$ cat src/host_port_pkg.sv
package host_port_pkg;
	// Host-side register select codes
	localparam logic [2:0] HSEL_CONTROL = 3'h0;
	localparam logic [2:0] HSEL_VECTOR = 3'h1;
	localparam logic [2:0] HSEL_STATUS = 3'h2;
	localparam logic [2:0] HSEL_UNUSED = 3'h3;
	localparam logic [2:0] HSEL_HIGH = 3'h5;
	localparam logic [2:0] HSEL_MID = 3'h6;
	localparam logic [2:0] HSEL_LOW = 3'h7;
	// Avalon register byte offsets
	localparam logic [4:0] REG_RX_WORD = 5'h00;
	localparam logic [4:0] REG_TX_WORD = 5'h04;
	localparam logic [4:0] REG_CTRL = 5'h08;
	localparam logic [4:0] REG_STAT = 5'h0C;
	localparam logic [4:0] REG_IRQ_STAT = 5'h10;
	localparam logic [4:0] REG_IRQ_MASK = 5'h14;
	// Host status register bit positions
	localparam int ST_RXF = 0;
	localparam int ST_TXE = 1;
	localparam int ST_TRANSFER_READY_FLAG = 2;
	localparam int ST_FA = 3;
	localparam int ST_FB = 4;
	localparam int ST_DMA = 6;
	localparam int ST_HOST_REQUEST_LINE = 7;
	// Host control register bit positions
	localparam int CT_FA = 3;
	localparam int CT_FB = 4;
	localparam int CT_DMA = 5;
	// Processor control bit positions
	localparam int PC_FA = 0;
	localparam int PC_FB = 1;
	localparam int PC_CMD_DONE = 2;
	// Processor status bit positions
	localparam int PS_RX_FULL = 0;
	localparam int PS_TX_EMPTY = 1;
	localparam int PS_CMD = 2;
	localparam int PS_HFA = 3;
	localparam int PS_HFB = 4;
	localparam int PS_DMA = 5;
	localparam int PS_VEC = 8;
	// Interrupt event bits
	localparam int IRQ_RX = 0;
	localparam int IRQ_TX = 1;
	localparam int IRQ_CMD = 2;
	localparam int IRQ_W = 3;
	localparam logic [6:0] VECTOR_RESET = 7'h00;
	// Synchroniser depth (two flops)
	localparam int SYNC_STAGES = 2;
	localparam int CLK_PERIOD_NS = 4;
	// Extra clock-high wait before request after a low-receive-byte read
	localparam int CLK_HIGH_NS = 2;
	localparam int RX_EXTRA_CYC = (CLK_HIGH_NS + CLK_PERIOD_NS - 1) / CLK_PERIOD_NS;
endpackage : host_port_pkg

$ cat src/host_sync.sv
`timescale 1ns/1ps
module host_sync #(
	parameter int WIDTH = 1
) (
	input wire logic sys_clk, // System clock
	input wire logic rst, // Synchronous reset
	input wire logic [WIDTH-1:0] async_in, // Asynchronous inputs
	output logic [WIDTH-1:0] sync_out // Synchronised outputs
);
	// Each bit has its own two-flop chain; first stage feeds only the second
	logic [WIDTH-1:0] stage1;

	always_ff @(posedge sys_clk) begin
		if (rst) begin
			stage1 <= '0;
			sync_out <= '0;
		end else begin
			stage1 <= async_in;
			sync_out <= stage1;
		end
	end
endmodule : host_sync

$ cat src/dsp_host_byte_port.sv
// Decided for this implementation: the register addresses and the Avalon-MM interface to the registers.
`timescale 1ns/1ps
// Operation
// - Status bits change in device clock; a racing host read settles next poll.
// - Clearing request cancels if early; vector unchanged in the same write.
// - Each host-controlled flag is synchronised to the device clock separately.
// - Device software reads the host flag pair twice and acts on agreement.
// - Host inputs are sampled into the device clock with bounded latency.
// - DMA mode: request drops on acknowledge, returns after sync plus a cycle.
// - Non-DMA: low-byte access drops request, returns after sync plus a cycle.
module dsp_host_byte_port (
	input wire logic sys_clk, // 250 MHz clock
	input wire logic rst, // Synchronous reset, active high
	input wire logic host_port_enable_n, // Host enable, active low
	input wire logic host_dma_acknowledge_n, // DMA acknowledge, active low
	input wire logic host_read_write_line, // 1 read, 0 write
	input wire logic [2:0] host_register_select, // Host register select
	input wire logic [7:0] host_data_in, // Host data into the port
	output logic [7:0] host_data_out, // Host data out of the port
	output logic host_data_oe, // Host data bus driven
	output logic host_request_line_n, // Request, active low
	input wire logic [4:0] avs_address, // Avalon byte address
	input wire logic avs_read, // Avalon read
	input wire logic avs_write, // Avalon write
	input wire logic [31:0] avs_writedata, // Avalon write data
	input wire logic [3:0] avs_byteenable, // Avalon byte enables
	output logic [31:0] avs_readdata, // Avalon read data
	output logic avs_waitrequest, // Avalon wait
	output logic irq // Level interrupt
);
	typedef enum {REQ_IDLE, REQ_HOLD, REQ_WAIT} req_state_t;

	// Host-side registers, all in the device clock domain
	logic [23:0] host_rx_word;
	logic [23:0] host_tx_word;
	logic host_rx_full_flag;
	logic host_tx_empty_flag;
	logic host_to_proc_flag_a;
	logic host_to_proc_flag_b;
	logic dma_mode;
	logic host_command_request;
	logic [6:0] host_command_vector;
	// Processor-side registers
	logic [23:0] proc_side_receive_word;
	logic proc_rx_full_flag;
	logic proc_to_host_flag_a;
	logic proc_to_host_flag_b;
	logic [3:0] irq_stat;
	logic [3:0] irq_mask;
	logic bus_ack;
	req_state_t req_state;
	logic [1:0] req_wait;
	logic was_rx_low;

	// Host pins in through separate two-flop chains
	logic [13:0] host_pins_sync;
	host_sync #(.WIDTH(14)) u_sync (
		.sys_clk(sys_clk),
		.rst(rst),
		.async_in({~host_port_enable_n, ~host_dma_acknowledge_n, host_read_write_line,
			host_register_select, host_data_in}),
		.sync_out(host_pins_sync)
	);
	wire en_s = host_pins_sync[13];
	wire ack_s = host_pins_sync[12];
	wire rw_s = host_pins_sync[11];
	wire [2:0] sel_s = host_pins_sync[10:8];
	wire [7:0] din_s = host_pins_sync[7:0];

	// Byte register selects: high, mid and low share one decode
	function automatic logic is_byte_sel(input logic [2:0] s);
		is_byte_sel = s >= host_port_pkg::HSEL_HIGH;
	endfunction : is_byte_sel

	function automatic logic is_low_sel(input logic [2:0] s);
		is_low_sel = s == host_port_pkg::HSEL_LOW;
	endfunction : is_low_sel

	logic access_d;
	wire access_s = dma_mode ? ack_s : en_s;
	// A transfer takes effect when the synchronised enable (acknowledge in DMA mode) is released
	wire access_end = !access_s && access_d;
	// DMA acknowledge addresses the low byte; the read/write line gives the direction
	wire [2:0] sel_eff = dma_mode ? host_port_pkg::HSEL_LOW : sel_s;
	wire host_wr = access_end && !rw_s;
	wire host_rd = access_end && rw_s;
	wire wr_low = host_wr && is_low_sel(sel_eff);
	wire rd_low = host_rd && is_low_sel(sel_eff);
	wire low_access = access_s && is_low_sel(sel_eff);
	// Write strobes; bytes are refused while the transmit word is still full
	wire host_byte_wr = host_wr && is_byte_sel(sel_eff) && host_tx_empty_flag;
	wire host_ctrl_wr = host_wr && sel_eff == host_port_pkg::HSEL_CONTROL;
	wire host_vec_wr = host_wr && sel_eff == host_port_pkg::HSEL_VECTOR;

	// Bus decode
	wire bus_req = (avs_read || avs_write) && !bus_ack;
	wire bus_wr = avs_write && bus_ack;
	wire bus_rd = avs_read && !bus_ack;
	wire sel_tx_w = avs_address == host_port_pkg::REG_TX_WORD;
	wire sel_rx_w = avs_address == host_port_pkg::REG_RX_WORD;
	wire sel_ctrl = avs_address == host_port_pkg::REG_CTRL;
	wire sel_ist = avs_address == host_port_pkg::REG_IRQ_STAT;
	wire sel_imask = avs_address == host_port_pkg::REG_IRQ_MASK;
	// Byte lane 0 enables every write; the transmit word also takes lanes 1 and 2
	wire bus_lane_wr = bus_wr && avs_byteenable[0];
	wire bus_ctrl_wr = bus_lane_wr && sel_ctrl;
	wire bus_mask_wr = bus_lane_wr && sel_imask;
	wire bus_ist_wr = bus_lane_wr && sel_ist;
	wire proc_tx_load = bus_lane_wr && sel_tx_w && host_rx_full_flag == 1'b0;
	wire proc_rx_take = bus_ack && avs_read && sel_rx_w;
	wire cmd_done = bus_ctrl_wr && avs_writedata[host_port_pkg::PC_CMD_DONE];

	function automatic logic [7:0] byte_of(input logic [23:0] w, input logic [2:0] s);
		case (s)
			host_port_pkg::HSEL_HIGH: byte_of = w[23:16];
			host_port_pkg::HSEL_MID: byte_of = w[15:8];
			default: byte_of = w[7:0];
		endcase
	endfunction : byte_of

	// Host-visible status byte; bits change only at device clock edges
	wire host_transfer_ready = host_tx_empty_flag && !proc_rx_full_flag;
	wire [7:0] host_status = {
		~host_request_line_n,
		dma_mode,
		1'b0,
		proc_to_host_flag_b,
		proc_to_host_flag_a,
		host_transfer_ready,
		host_tx_empty_flag,
		host_rx_full_flag
	};
	wire [7:0] host_control = {2'b00, dma_mode, host_to_proc_flag_b, host_to_proc_flag_a, 3'b000};
	wire [7:0] next_host_data =
		sel_eff == host_port_pkg::HSEL_STATUS ? host_status :
		sel_eff == host_port_pkg::HSEL_CONTROL ? host_control :
		sel_eff == host_port_pkg::HSEL_VECTOR ? {host_command_request, host_command_vector} :
		is_byte_sel(sel_eff) ? byte_of(host_rx_word, sel_eff) : 8'h00;

	always_ff @(posedge sys_clk) begin
		if (rst) begin
			access_d <= 1'b0;
			host_data_out <= 8'h00;
			host_data_oe <= 1'b0;
		end else begin
			access_d <= access_s;
			host_data_out <= next_host_data;
			host_data_oe <= access_s && rw_s;
		end
	end

	// Host writes: byte registers and control
	always_ff @(posedge sys_clk) begin
		if (rst) begin
			host_tx_word <= 24'h000000;
			host_to_proc_flag_a <= 1'b0;
			host_to_proc_flag_b <= 1'b0;
			dma_mode <= 1'b0;
		end else if (host_wr) begin
			if (host_byte_wr) begin
				case (sel_eff)
					host_port_pkg::HSEL_HIGH: host_tx_word[23:16] <= din_s;
					host_port_pkg::HSEL_MID: host_tx_word[15:8] <= din_s;
					default: host_tx_word[7:0] <= din_s;
				endcase
			end
			if (host_ctrl_wr) begin
				host_to_proc_flag_a <= din_s[host_port_pkg::CT_FA];
				host_to_proc_flag_b <= din_s[host_port_pkg::CT_FB];
				dma_mode <= din_s[host_port_pkg::CT_DMA];
			end
		end
	end

	// Vector and command request
	always_ff @(posedge sys_clk) begin
		if (rst) begin
			host_command_request <= 1'b0;
			host_command_vector <= host_port_pkg::VECTOR_RESET;
		end else if (host_vec_wr) begin
			host_command_request <= din_s[7];
			// Vector follows only while no command is pending and request is set
			if (!host_command_request && din_s[7]) begin
				host_command_vector <= din_s[6:0];
			end
		end else if (cmd_done) begin
			host_command_request <= 1'b0;
		end
	end

	// Word transfers in both directions
	always_ff @(posedge sys_clk) begin
		if (rst) begin
			host_tx_empty_flag <= 1'b1;
			proc_rx_full_flag <= 1'b0;
			proc_side_receive_word <= 24'h000000;
		end else begin
			// A processor read must never be lost behind a host low-byte write
			if (proc_rx_take) begin
				proc_rx_full_flag <= 1'b0;
			end
			if (wr_low && host_tx_empty_flag) begin
				host_tx_empty_flag <= 1'b0;
			end else if (!host_tx_empty_flag && !proc_rx_full_flag) begin
				proc_side_receive_word <= host_tx_word;
				proc_rx_full_flag <= 1'b1;
				host_tx_empty_flag <= 1'b1;
			end
		end
	end

	always_ff @(posedge sys_clk) begin
		if (rst) begin
			host_rx_word <= 24'h000000;
			host_rx_full_flag <= 1'b0;
		end else if (proc_tx_load) begin
			host_rx_word <= avs_writedata[23:0];
			host_rx_full_flag <= 1'b1;
		end else if (rd_low) begin
			host_rx_full_flag <= 1'b0;
		end
	end

	// Request pacing: drop during a low-byte access, return after sync plus one cycle
	wire req_cond = dma_mode ? (rw_s ? host_rx_full_flag : host_tx_empty_flag)
		: (host_rx_full_flag || host_tx_empty_flag);
	always_ff @(posedge sys_clk) begin
		if (rst) begin
			req_state <= REQ_IDLE;
			req_wait <= 2'b00;
			was_rx_low <= 1'b0;
			host_request_line_n <= 1'b1;
		end else begin
			case (req_state)
				REQ_IDLE: begin
					host_request_line_n <= !req_cond;
					if (low_access) begin
						req_state <= REQ_HOLD;
						host_request_line_n <= 1'b1;
					end
				end
				REQ_HOLD: begin
					host_request_line_n <= 1'b1;
					if (access_end) begin
						was_rx_low <= rw_s;
						req_wait <= 2'b00;
						req_state <= REQ_WAIT;
					end
				end
				REQ_WAIT: begin
					host_request_line_n <= 1'b1;
					req_wait <= req_wait + 2'b01;
					// One cycle after sync, plus clock-high slot for a receive read
					if (req_wait >= (was_rx_low ? 2'(host_port_pkg::RX_EXTRA_CYC) : 2'b00)) begin
						req_state <= REQ_IDLE;
					end
				end
				default: req_state <= REQ_IDLE;
			endcase
		end
	end

	// Processor-side status, each host bit from its own synchronised source
	// The processor's transmit side is empty once the host has taken its word
	wire proc_tx_empty = !host_rx_full_flag;
	wire [31:0] proc_status = {
		16'h0000,
		1'b0,
		host_command_vector,
		2'b00,
		dma_mode,
		host_to_proc_flag_b,
		host_to_proc_flag_a,
		host_command_request,
		proc_tx_empty,
		proc_rx_full_flag
	};
	wire [31:0] next_readdata =
		sel_rx_w ? {8'h00, proc_side_receive_word} :
		sel_tx_w ? {8'h00, host_rx_word} :
		sel_ctrl ? {29'h0, 1'b0, proc_to_host_flag_b, proc_to_host_flag_a} :
		avs_address == host_port_pkg::REG_STAT ? proc_status :
		sel_ist ? {28'h0, irq_stat} :
		sel_imask ? {28'h0, irq_mask} : 32'h00000000;

	// Avalon slave: one wait cycle, answer on the following edge
	always_ff @(posedge sys_clk) begin
		if (rst) begin
			bus_ack <= 1'b0;
			avs_waitrequest <= 1'b1;
			avs_readdata <= 32'h00000000;
		end else begin
			bus_ack <= bus_req;
			avs_waitrequest <= !bus_req;
			if (bus_rd) begin
				avs_readdata <= next_readdata;
			end
		end
	end

	always_ff @(posedge sys_clk) begin
		if (rst) begin
			proc_to_host_flag_a <= 1'b0;
			proc_to_host_flag_b <= 1'b0;
			irq_mask <= 4'h0;
		end else begin
			if (bus_ctrl_wr) begin
				proc_to_host_flag_a <= avs_writedata[host_port_pkg::PC_FA];
				proc_to_host_flag_b <= avs_writedata[host_port_pkg::PC_FB];
			end
			if (bus_mask_wr) begin
				irq_mask <= avs_writedata[3:0];
			end
		end
	end

	// Sticky events; a new event wins over a write-one clear
	logic [3:0] prev_ev;
	wire [3:0] ev_level = {
		host_to_proc_flag_a ^ host_to_proc_flag_b,
		host_command_request,
		host_tx_empty_flag,
		proc_rx_full_flag
	};
	wire [3:0] ev_rise = ev_level & ~prev_ev;
	wire [3:0] w1c = bus_ist_wr ? avs_writedata[3:0] : 4'h0;
	wire [3:0] next_irq_stat = (irq_stat & ~w1c) | ev_rise;
	always_ff @(posedge sys_clk) begin
		if (rst) begin
			// Start from the reset levels so that reset itself raises no event
			prev_ev <= 4'h2;
			irq_stat <= 4'h0;
			irq <= 1'b0;
		end else begin
			prev_ev <= ev_level;
			irq_stat <= next_irq_stat;
			irq <= |(next_irq_stat & irq_mask);
		end
	end
endmodule : dsp_host_byte_port

$ cat config.mk
export PLATFORM = sky130hd
export DESIGN_NAME = dsp_host_byte_port
export DESIGN_NICKNAME = d
export VERILOG_FILES = /design/src/host_port_pkg.sv /design/src/host_sync.sv /design/src/dsp_host_byte_port.sv
export SDC_FILE = /design/constraint.sdc
export NUM_CORES = 1
export LEC_CHECK = 0
export ABC_AREA = 1
export BUFFER_PORTS_ARGS = -buffer_cell sky130_fd_sc_hd__buf_2
export CELL_PAD_IN_SITES_DETAIL_PLACEMENT = 1
export CELL_PAD_IN_SITES_GLOBAL_PLACEMENT = 2
export CORE_ASPECT_RATIO = 0.75
export CORE_MARGIN = 10
export CORE_UTILIZATION = 29
export CTS_CLUSTER_SIZE = 30
export DETAILED_ROUTE_END_ITERATION = 7
export GPL_ROUTABILITY_DRIVEN = 0
export PLACE_DENSITY = 0.79
export RECOVER_POWER = 25
export SLEW_MARGIN = 40
export SYNTH_ARGS = -nofsm -noshare
export SYNTH_HDL_FRONTEND = slang
export SYNTH_HIERARCHICAL = 1
export SYNTH_SLANG_ARGS = --single-unit
export TNS_END_PERCENT = 10
$ cat constraint.sdc
create_clock -name sys_clk -period 1.71 [get_ports sys_clk]
set_clock_uncertainty 0.2 [all_clocks]
set_input_delay 0.342 -clock sys_clk [delete_from_list [all_inputs] [get_ports sys_clk]]
set_output_delay 0.342 -clock sys_clk [all_outputs]
set_load 0.005 [all_outputs]
==> results of run 1 <==
## how the worst max path moves through the flow
| stage | start | to |
|---|---|---|
| after floorplan | avs_address[1] | host_rx_word[18] |
| after global placement | avs_address[3] | irq |
| after detailed placement | avs_address[1] | host_rx_word[14] |
| after CTS | u_sync/sync_out[10] | host_data_out[7] |
| after global routing | dma_mode | host_tx_word[12] |
| final | dma_mode | host_data_out[5] |
## sequential cells by signal, indices dropped and copies added (netlist names), 2 cells and up
name,count
prev_ev,4
avs_readdata,24
host_rx_word,24
proc_side_receive_word,24
req_state,2
host_command_vector,7
u_sync/stage1,14
req_wait,2
u_sync/sync_out,14
host_data_out,8
irq_stat,4
host_tx_word,24
irq_mask,4
## final cells by class
type                    instances  area [µm²]  area share (%)
inverters                     129       509.2           5.535
multi-input cells             581        2903           31.55
repair buffers                188        1355           14.73
clock buffers                  20       456.7           4.964
flip-flops and latches        171        3435           37.33
well taps                     300       375.4           4.080
clock inverters                10       166.4           1.809
## power by group through the flow
| stage | clock network, µW | logic [µW] | registers [µW] |
|---|---|---|---|
| after detailed placement | 0 | 718 | 4280 |
| after floorplan | 0 | 412 | 4250 |
| after global routing | 4460 | 913 | 4200 |
| final | 4180 | 806 | 4190 |
| after CTS | 4280 | 784 | 4190 |
| after global placement | 0 | 706 | 4270 |
## kinds of logic after synthesis
family / share of synthesized area (%)
other: 0.05470
buffers and inverters: 10.71
AO/OA/AOI/OAI: 17.10
adder cells (fa/ha/maj): 0.9126
flip-flops: 49.94
XOR/XNOR: 0.1278
AND/OR/NAND/NOR: 21.15
## cell usage in the layout, fill, tap and decap left out, types with 6 or more instances in the layout
cell,instances
o221ai_1,9
buf_2,83
nor2_4,6
inv_1,113
conb_1,8
inv_2,6
dlygate4sd3_1,27
buf_12,7
dfxtp_2,6
clkbuf_16,17
nand2_2,6
nand3_1,17
nand4_1,14
nand2_1,119
dfxtp_1,164
o21ai_1,20
a31oi_1,10
o21ai_0,95
nor2_1,159
buf_4,70
a21oi_1,73
## worst reg2reg max path, delay by kind of cell, from the launching register on
family | cells | cell delay, ns
AO/OA/AOI/OAI | 3 | 0.38
flip-flops | 1 | 0.36
buffers and inverters | 3 | 0.47
AND/OR/NAND/NOR | 2 | 0.20
## repair_timing
item | 4_1_cts | 5_1_grt
setup buffers | 0 | 3
cloned | 0 | 0
pin swaps | 0 | 10
endpoints found under the hold margin | 33 | 0
setup endpoints to repair | 48 | 55
hold buffers | 27 | 0
gates resized for setup | 15 | 63
## routing by layer
| layer | vias to the layer above | part of all wire, % | GRT usage [%] |
|---|---|---|---|
| li1 | 3267 | - | - |
| met1 | 3045 | 50 | 21.79 |
| met4 | 0 | 1.2 | 4.638 |
| met3 | 21 | 5.7 | 4.563 |
| met2 | 146 | 43 | 22.60 |
| met5 | - | 0 | 0 |
## through the flow
stage	TNS (ns)	instance area (µm²)	instances	hold WS, ns	setup WS (ns)
final	0	9200	1399	0.01480	0.03216
after global routing	-0.6896	9200	1399	0.007237	-0.05299
after CTS	-0.03446	9017	1397	0.0006082	-0.02682
after floorplan	0	6882	927	0.1883	0.04878
after detailed placement	-5.349	8089	1340	0.1958	-0.1789
after global placement	-2.788	8089	1340	0.1919	-0.1308
==> results.sh, run 1 <==
export IMPL_cp_required_ns=1.88
export IMPL_clkTransAtPathRegs_ns=0.06
export IMPL_die_height_um=153.2
export IMPL_worst_path_max_fanout=7
export IMPL_drive_above_1_share_pct=22.93
export IMPL_synth_top_area_cell="dfxtp_1"
export IMPL_p_int_uw=6952
export IMPL_critPathCaptureType="register"
export IMPL_first_pass_iters=5
export IMPL_clk_latency_ns=0.44
export IMPL_synth_cell_types=38
export IMPL_synth_area_top_cells="dfxtp_1, nor2_1, o21ai_0, nand2_1, inv_1"
export IMPL_setup_violations=0
export IMPL_min_delay_start="avs_writedata[8]"
export IMPL_status="finished, final reports clean"
export IMPL_synth_edf_count=0
export IMPL_io_buffer_count=83
export IMPL_overflow=0
export IMPL_path_depth=8
export IMPL_synth_cell_area_mm2=0.006855
export IMPL_drtAntennaViolNets=0
export IMPL_ys_ff_latch=171
export IMPL_startpoint_type="register"
export IMPL_yosysMostFrequentCell="dfxtp_1"
export IMPL_hold_viol_final=0
export IMPL_postSynthAreaPerCell_um2=7.451
export IMPL_async_reset_ff_share_pct=0
export IMPL_path_cells="nor2_2 > nand3_1 > buf_4 > buf_4 > o22ai_1 > o21ai_0 > buf_4 > a21oi_4"
export IMPL_hold_path_class="in2reg"
export IMPL_slew_violations=0
export IMPL_ys_flop_type="dfxtp_1"
export IMPL_leakage_uw=0.003998
export IMPL_wirelength_um=23810
export IMPL_numCtsBuffers=17
export IMPL_grt_max_degree=60
export IMPL_die_x_um=197.5
export IMPL_ir_worst_vdd_v=0.0007202
export IMPL_via_per_inst=4.631
export IMPL_antenna_found_initial=0
export IMPL_cts_buffer_depth=2
export IMPL_max_cap_violations=0
export IMPL_grtUsageTotal_pct=15.62
export IMPL_grt_pass1_vias=6624
export IMPL_diodes=0
export IMPL_worstHoldEndpoint="host_rx_word[8]"
export IMPL_ys_warn_count=6
export IMPL_min_period_over_period_pct=98.12
export IMPL_dp_hpwl_um=17280
export IMPL_cp_arrival_ns=1.85
export IMPL_worstMarginPinSlew_ns=1.071
export IMPL_crit_slowest_cell="dfxtp_4"
export IMPL_holdPathStages=3
export IMPL_p_comb_share_pct=8.8
export IMPL_cts_htree_levels=4
export IMPL_io_pins=103
export IMPL_ys_top_cells_by_count="dfxtp_1, nor2_1, nand2_1"
export IMPL_fillerInstances=2812
export IMPL_switchingPower_uw=2224
export IMPL_drcViolationCount=0
export IMPL_reg2reg_from="dma_mode"
export IMPL_cpMostUsedCell="buf_4"
export IMPL_core_area_mm2=0.02312
export IMPL_crit_buf_inv=3
export IMPL_vias=6479
export IMPL_r2r_cells=8
export IMPL_final_util_pct=39.79
export IMPL_num_rows=48
export IMPL_cts_root_buf="clkbuf_16"
export IMPL_synthCells=920
export IMPL_cp_slowest_stage_delay_ns=0.36
export IMPL_ff2ff_setup_slack_ns=0.03
export IMPL_rsz0062_at_grt="yes"
export IMPL_wl_per_cell_um=17.02
export IMPL_period_minus_slack_ns=1.678
export IMPL_synth_top_area_share_pct=49.94
export IMPL_grt_pass1_wl_um=36680
export IMPL_reg2reg_to="host_data_out[5]"
export IMPL_crit_family="buffers and inverters"
export IMPL_tritoncts="built"
export IMPL_dieArea_mm2=0.03025
export IMPL_sw_frac_of_total_pct=24.24
export IMPL_power_density_mw_per_mm2=997.4
export IMPL_ys_seq_area_share_pct=49.94
export IMPL_max_freq_mhz=596.0
export IMPL_first_iter_violations=317
export IMPL_clockPowerShare_pct=45.5
export IMPL_power_uw=9176
export IMPL_clkSinkCount=171
export IMPL_power_frac_seq_pct=45.7
export IMPL_crit_type="reg2reg"
export IMPL_nets=1152
export IMPL_start_util_pct=29.65
export IMPL_slew_limit_headroom_pct=28.61
export IMPL_syn_to_final_growth_pct=34.20
Power figures use the tool's default switching activity.
==> run 2: changes to the inputs <==
--- a/config.mk
+++ b/config.mk
@@ -11,11 +11,11 @@
 export CELL_PAD_IN_SITES_GLOBAL_PLACEMENT = 2
 export CORE_ASPECT_RATIO = 0.75
 export CORE_MARGIN = 10
-export CORE_UTILIZATION = 29
+export CORE_UTILIZATION = 32
 export CTS_CLUSTER_SIZE = 30
 export DETAILED_ROUTE_END_ITERATION = 7
 export GPL_ROUTABILITY_DRIVEN = 0
-export PLACE_DENSITY = 0.79
+export PLACE_DENSITY_LB_ADDON = 0.1
 export RECOVER_POWER = 25
 export SLEW_MARGIN = 40
 export SYNTH_ARGS = -nofsm -noshare
==> constraint.sdc (replaced) <==
create_clock -name sys_clk -period 1.9 [get_ports sys_clk]
set_clock_uncertainty 0.2 [all_clocks]
set_input_delay 0.38 -clock sys_clk [delete_from_list [all_inputs] [get_ports sys_clk]]
set_output_delay 0.38 -clock sys_clk [all_outputs]
set_load 0.1 [all_outputs]
==> results.sh, run 2 (same netlist as run 1, synthesis figures left out) <==
export IMPL_core_area_mm2=0.02112
export IMPL_max_cap_violations=0
export IMPL_slew_limit_headroom_pct=15.25
export IMPL_first_pass_iters=4
export IMPL_crit_type="reg2out"
export IMPL_crit_family="buffers and inverters"
export IMPL_io_pins=103
export IMPL_via_per_inst=4.624
export IMPL_die_height_um=146.8
export IMPL_power_uw=8184
export IMPL_status="finished, final reports clean"
export IMPL_overflow=0
export IMPL_syn_to_final_growth_pct=26.92
export IMPL_crit_buf_inv=1
export IMPL_leakage_uw=0.003845
export IMPL_design_area_mm2=0.008701
export IMPL_wirelength_um=22800
export IMPL_first_iter_violations=255
export IMPL_max_freq_mhz=551.1
export IMPL_tritoncts="built"
export IMPL_nets=1130
export IMPL_drive_above_1_share_pct=19.65
export IMPL_critPathCaptureType="primary output"
export IMPL_switchingPower_uw=2499
export IMPL_power_density_mw_per_mm2=940.6
export IMPL_crit_slowest_cell="buf_2"
export IMPL_hold_path_class="in2reg"
export IMPL_p_int_uw=5685
export IMPL_cp_arrival_ns=1.23
export IMPL_drtAntennaViolNets=0
export IMPL_clk_latency_ns=0.44
export IMPL_cts_htree_levels=4
export IMPL_grt_pass1_wl_um=35790
export IMPL_grt_max_degree=64
export IMPL_rsz0062_at_grt="yes"
export IMPL_final_cell_mix="dfxtp_1, nor2_1, nand2_1, inv_1, o21ai_0"
export IMPL_hold_viol_final=0
export IMPL_cts_root_buf="clkbuf_16"
export IMPL_clockPowerShare_pct=41.0
export IMPL_grt_pass1_vias=6194
export IMPL_cp_required_ns=1.32
export IMPL_grtUsageTotal_pct=16.40
export IMPL_startpoint_type="register"
export IMPL_ir_worst_vdd_v=0.0006103
export IMPL_min_period_over_period_pct=95.50
export IMPL_layout_commonest_cell="dfxtp_1"
export IMPL_cts_buffer_depth=2
export IMPL_worstMarginPinSlew_ns=1.271
export IMPL_worst_path_max_fanout=2
export IMPL_path_cells="buf_2"
export IMPL_clkSinkCount=171
export IMPL_p_comb_share_pct=13.1
export IMPL_antenna_found_initial=0
export IMPL_sw_frac_of_total_pct=30.54
export IMPL_dieArea_mm2=0.02774
export IMPL_period_minus_slack_ns=1.814
export IMPL_vias=6321
export IMPL_setup_violations=0
export IMPL_place_ws_ns=-0.1417
export IMPL_power_frac_seq_pct=45.9
export IMPL_drcViolationCount=0
export IMPL_numCtsBuffers=17
export IMPL_final_util_pct=41.19
export IMPL_clkTransAtPathRegs_ns=0.07
export IMPL_die_x_um=189.0
export IMPL_io_buffer_count=83
export IMPL_start_util_pct=32.45
export IMPL_wl_per_cell_um=16.68
export IMPL_dp_hpwl_um=17200
export IMPL_dpl_cell_area_mm2=0.007974
export IMPL_slew_violations=0
export IMPL_cp_slowest_stage_delay_ns=0.44
export IMPL_final_setup_worst_slack_ns=0.08559
export IMPL_diodes=0
export IMPL_num_rows=46
## run 2: through the flow
| stage | hold WS [ns] | cells | TNS [ns] |
|---|---|---|---|
| after CTS | 0.01693 | 1367 | 0 |
| final | 0.03514 | 1367 | 0 |
| after global placement | 0.1904 | 1318 | -1.833 |
| after global routing | 0.03446 | 1367 | -0.1583 |
| after floorplan | 0.1883 | 927 | 0 |
| after detailed placement | 0.1945 | 1318 | -2.225 |
## run 2: repair_timing
item,CTS,global route
hold buffers,17,0
endpoints found under the hold margin,17,0
pin swaps,0,0
buffers inserted,0,0
gates resized for setup,1,14
endpoints found under the setup margin,1,38
## run 2: final timing paths
path	start	to	slack [ns]	cells after the start
hold / removal	avs_writedata[3]	host_rx_word[3]	0.04	3
setup reg to reg	dma_mode	host_command_vector[5]	0.09	9
setup / recovery	avs_readdata[5]	avs_readdata[5]	0.09	1
hold reg to reg	u_sync/stage1[10]	u_sync/sync_out[10]	0.20	2
## run 2: area by class of cell
cell class | count | area [µm²]
Multi-Input combinational cell | 581 | 2743
Inverter | 129 | 498.0
Fill cell | 2628 | 12420
Tap cell | 288 | 360.3
Clock buffer | 18 | 429.2
Sequential cell | 171 | 3425
Clock inverter | 14 | 125.1
Timing Repair Buffer | 166 | 1121
## run 2: per-layer routing
layer	global-route usage [%]	vias up	share of wire, %
met5	0	-	0
met4	4.236	0	0.89
met3	3.524	14	6.0
met2	23.40	125	41
met1	24.17	2946	52
li1	-	3236	-
## run 2: power by group through the flow
stage,logic [µW],registers (µW),clock network [µW]
global placement,1050,3840,0
floorplan,437,4170,0
finish,1070,3760,3360
CTS,1080,3760,3450
detailed placement,1050,3840,0
global route,1160,3770,3600
==> run 3: changes to the inputs <==
--- a/config.mk
+++ b/config.mk
@@ -7,15 +7,13 @@
 export LEC_CHECK = 0
 export ABC_AREA = 1
 export BUFFER_PORTS_ARGS = -buffer_cell sky130_fd_sc_hd__buf_2
-export CELL_PAD_IN_SITES_DETAIL_PLACEMENT = 1
-export CELL_PAD_IN_SITES_GLOBAL_PLACEMENT = 2
 export CORE_ASPECT_RATIO = 0.75
 export CORE_MARGIN = 10
-export CORE_UTILIZATION = 32
+export CORE_UTILIZATION = 50
 export CTS_CLUSTER_SIZE = 30
 export DETAILED_ROUTE_END_ITERATION = 7
 export GPL_ROUTABILITY_DRIVEN = 0
-export PLACE_DENSITY_LB_ADDON = 0.1
+export PLACE_DENSITY = 0.71
 export RECOVER_POWER = 25
 export SLEW_MARGIN = 40
 export SYNTH_ARGS = -nofsm -noshare
==> results.sh, run 3 (same netlist as run 1, synthesis figures left out) <==
export IMPL_grtUsageTotal_pct=20.46
export IMPL_startpoint_type="register"
export IMPL_grt_max_degree=64
export IMPL_first_pass_iters=6
export IMPL_power_density_mw_per_mm2=966.1
export IMPL_cts_root_buf="clkbuf_16"
export IMPL_drtAntennaViolNets=0
export IMPL_rsz0062_at_grt="yes"
export IMPL_first_iter_violations=602
export IMPL_final_cell_mix="dfxtp_1, nor2_1, nand2_1, inv_1, o21ai_0"
export IMPL_grt_pass1_wl_um=31270
export IMPL_dp_hpwl_um=14070
export IMPL_die_x_um=155.2
export IMPL_diodes=0
export IMPL_antenna_found_initial=0
export IMPL_io_buffer_count=83
export IMPL_area_sequential_mm2=0.003428
export IMPL_overflow=0
export IMPL_slew_violations=0
export IMPL_vias=6438
export IMPL_via_per_inst=5.171
export IMPL_met3_usage_pct=6.447
export IMPL_p_comb_share_pct=12.6
export IMPL_crit_type="reg2reg"
export IMPL_power_uw=8355
export IMPL_cts_buffer_depth=2
export IMPL_start_util_pct=51.94
export IMPL_cp_arrival_ns=1.97
export IMPL_wirelength_um=19890
export IMPL_max_cap_violations=0
export IMPL_min_period_over_period_pct=97.56
export IMPL_clkSinkCount=171
export IMPL_grt_pass1_vias=6103
export IMPL_power_frac_seq_pct=45.0
export IMPL_io_pins=103
export IMPL_tritoncts="built"
export IMPL_syn_to_final_growth_pct=26.15
export IMPL_numCtsBuffers=17
export IMPL_top_usage_layer="met2"
export IMPL_dieArea_mm2=0.01884
export IMPL_nets=1126
export IMPL_slew_limit_headroom_pct=36.41
export IMPL_multi_input_area_mm2=0.002791
export IMPL_max_freq_mhz=539.5
export IMPL_cp_required_ns=2.01
export IMPL_period_minus_slack_ns=1.854
export IMPL_p_int_uw=6099
export IMPL_worst_path_max_fanout=9
export IMPL_sw_frac_of_total_pct=27.01
export IMPL_core_area_mm2=0.01320
export IMPL_clockPowerShare_pct=42.4
export IMPL_drcViolationCount=0
export IMPL_cts_htree_levels=4
export IMPL_fin_tns_setup_ns=0
export IMPL_grt_use_met2_pct=31.93
export IMPL_num_rows=36
export IMPL_drive_above_1_share_pct=19.83
export IMPL_fillerInstances=1162
export IMPL_worstMarginPinSlew_ns=0.9528
export IMPL_status="finished, final reports clean"
export IMPL_ir_worst_vdd_v=0.0008115
export IMPL_clk_latency_ns=0.42
export IMPL_hold_viol_final=0
export IMPL_clkTransAtPathRegs_ns=0.06
export IMPL_hold_path_class="in2reg"
export IMPL_wl_per_cell_um=15.98
export IMPL_leakage_uw=0.003843
export IMPL_critPathCaptureType="register"
export IMPL_setup_violations=0
export IMPL_switchingPower_uw=2257
export IMPL_die_height_um=121.4
export IMPL_layout_commonest_cell="dfxtp_1"
export IMPL_met1_usage_pct=27.36
## run 3: what timing repair did
action | CTS | global route
buffers inserted | 0 | 0
hold endpoints to repair | 14 | 0
resized for setup | 1 | 28
pin swaps | 0 | 2
hold buffers | 14 | 0
endpoints found under the setup margin | 9 | 45
gates cloned | 0 | 1
## run 3: cell type report
cell class,count,share of cell area (%)
Timing Repair Buffer,161,12.83
Sequential cell,171,39.64
Inverter,129,5.816
Clock inverter,10,1.635
Tap cell,171,2.474
Multi-Input combinational cell,582,32.28
Clock buffer,21,5.324
## run 3: worst paths after layout
| kind | depth (start not counted) | endpoint | from | slack [ns] |
|---|---|---|---|---|
| setup reg to reg | 12 | host_tx_word[19] | dma_mode | 0.05 |
| setup / recovery | 12 | host_tx_word[19] | dma_mode | 0.05 |
| hold / removal | 3 | host_rx_word[4] | avs_writedata[4] | 0.01 |
| hold reg to reg | 2 | u_sync/sync_out[9] | u_sync/stage1[9] | 0.20 |
## run 3: layer usage
| layer | part of all wire, % | routed length (µm) |
|---|---|---|
| met5 | 0 | 0 |
| met4 | 1.1 | 228 |
| met3 | 11 | 2250 |
| met2 | 44 | 8727 |
| met1 | 44 | 8685 |
## run 3: worst max-delay path, cell delays in order (launching register included)
cell and delay, ns:
dfxtp_4 0.36, inv_2 0.06, nand2_2 0.06, nand2_2 0.06
nor2_4 0.10, nand2_2 0.07, buf_4 0.13, inv_2 0.10
nand3_2 0.11, clkinv_4 0.15, nand2_8 0.09, o21ai_0 0.18
nor2_1 0.06
## run 3: power groups by stage
| stage | Clock, µW | Combinational [µW] | Sequential [µW] |
|---|---|---|---|
| after detailed placement | 0 | 1020 | 3840 |
| after global placement | 0 | 1010 | 3840 |
| after global routing | 3710 | 1140 | 3770 |
| after CTS | 3580 | 1050 | 3760 |
| after floorplan | 0 | 437 | 4170 |
| final | 3540 | 1050 | 3760 |
## run 3: per-stage QoR
step / std cells / area (µm²) / hold WS [ns] / util (%) / setup slack (ns)
floorplan: 927 / 6882 / 0.1883 / - / 0.2008
global placement: 1199 / 7825 / 0.1905 / 59.29 / -0.01125
detailed placement: 1199 / 7825 / 0.1923 / 59.29 / -0.06238
CTS: 1244 / 8568 / 0.01459 / 64.92 / 0.02202
global route: 1245 / 8648 / 0.02029 / 65.53 / -0.05011
finish: 1245 / 8648 / 0.01372 / 65.53 / 0.04634
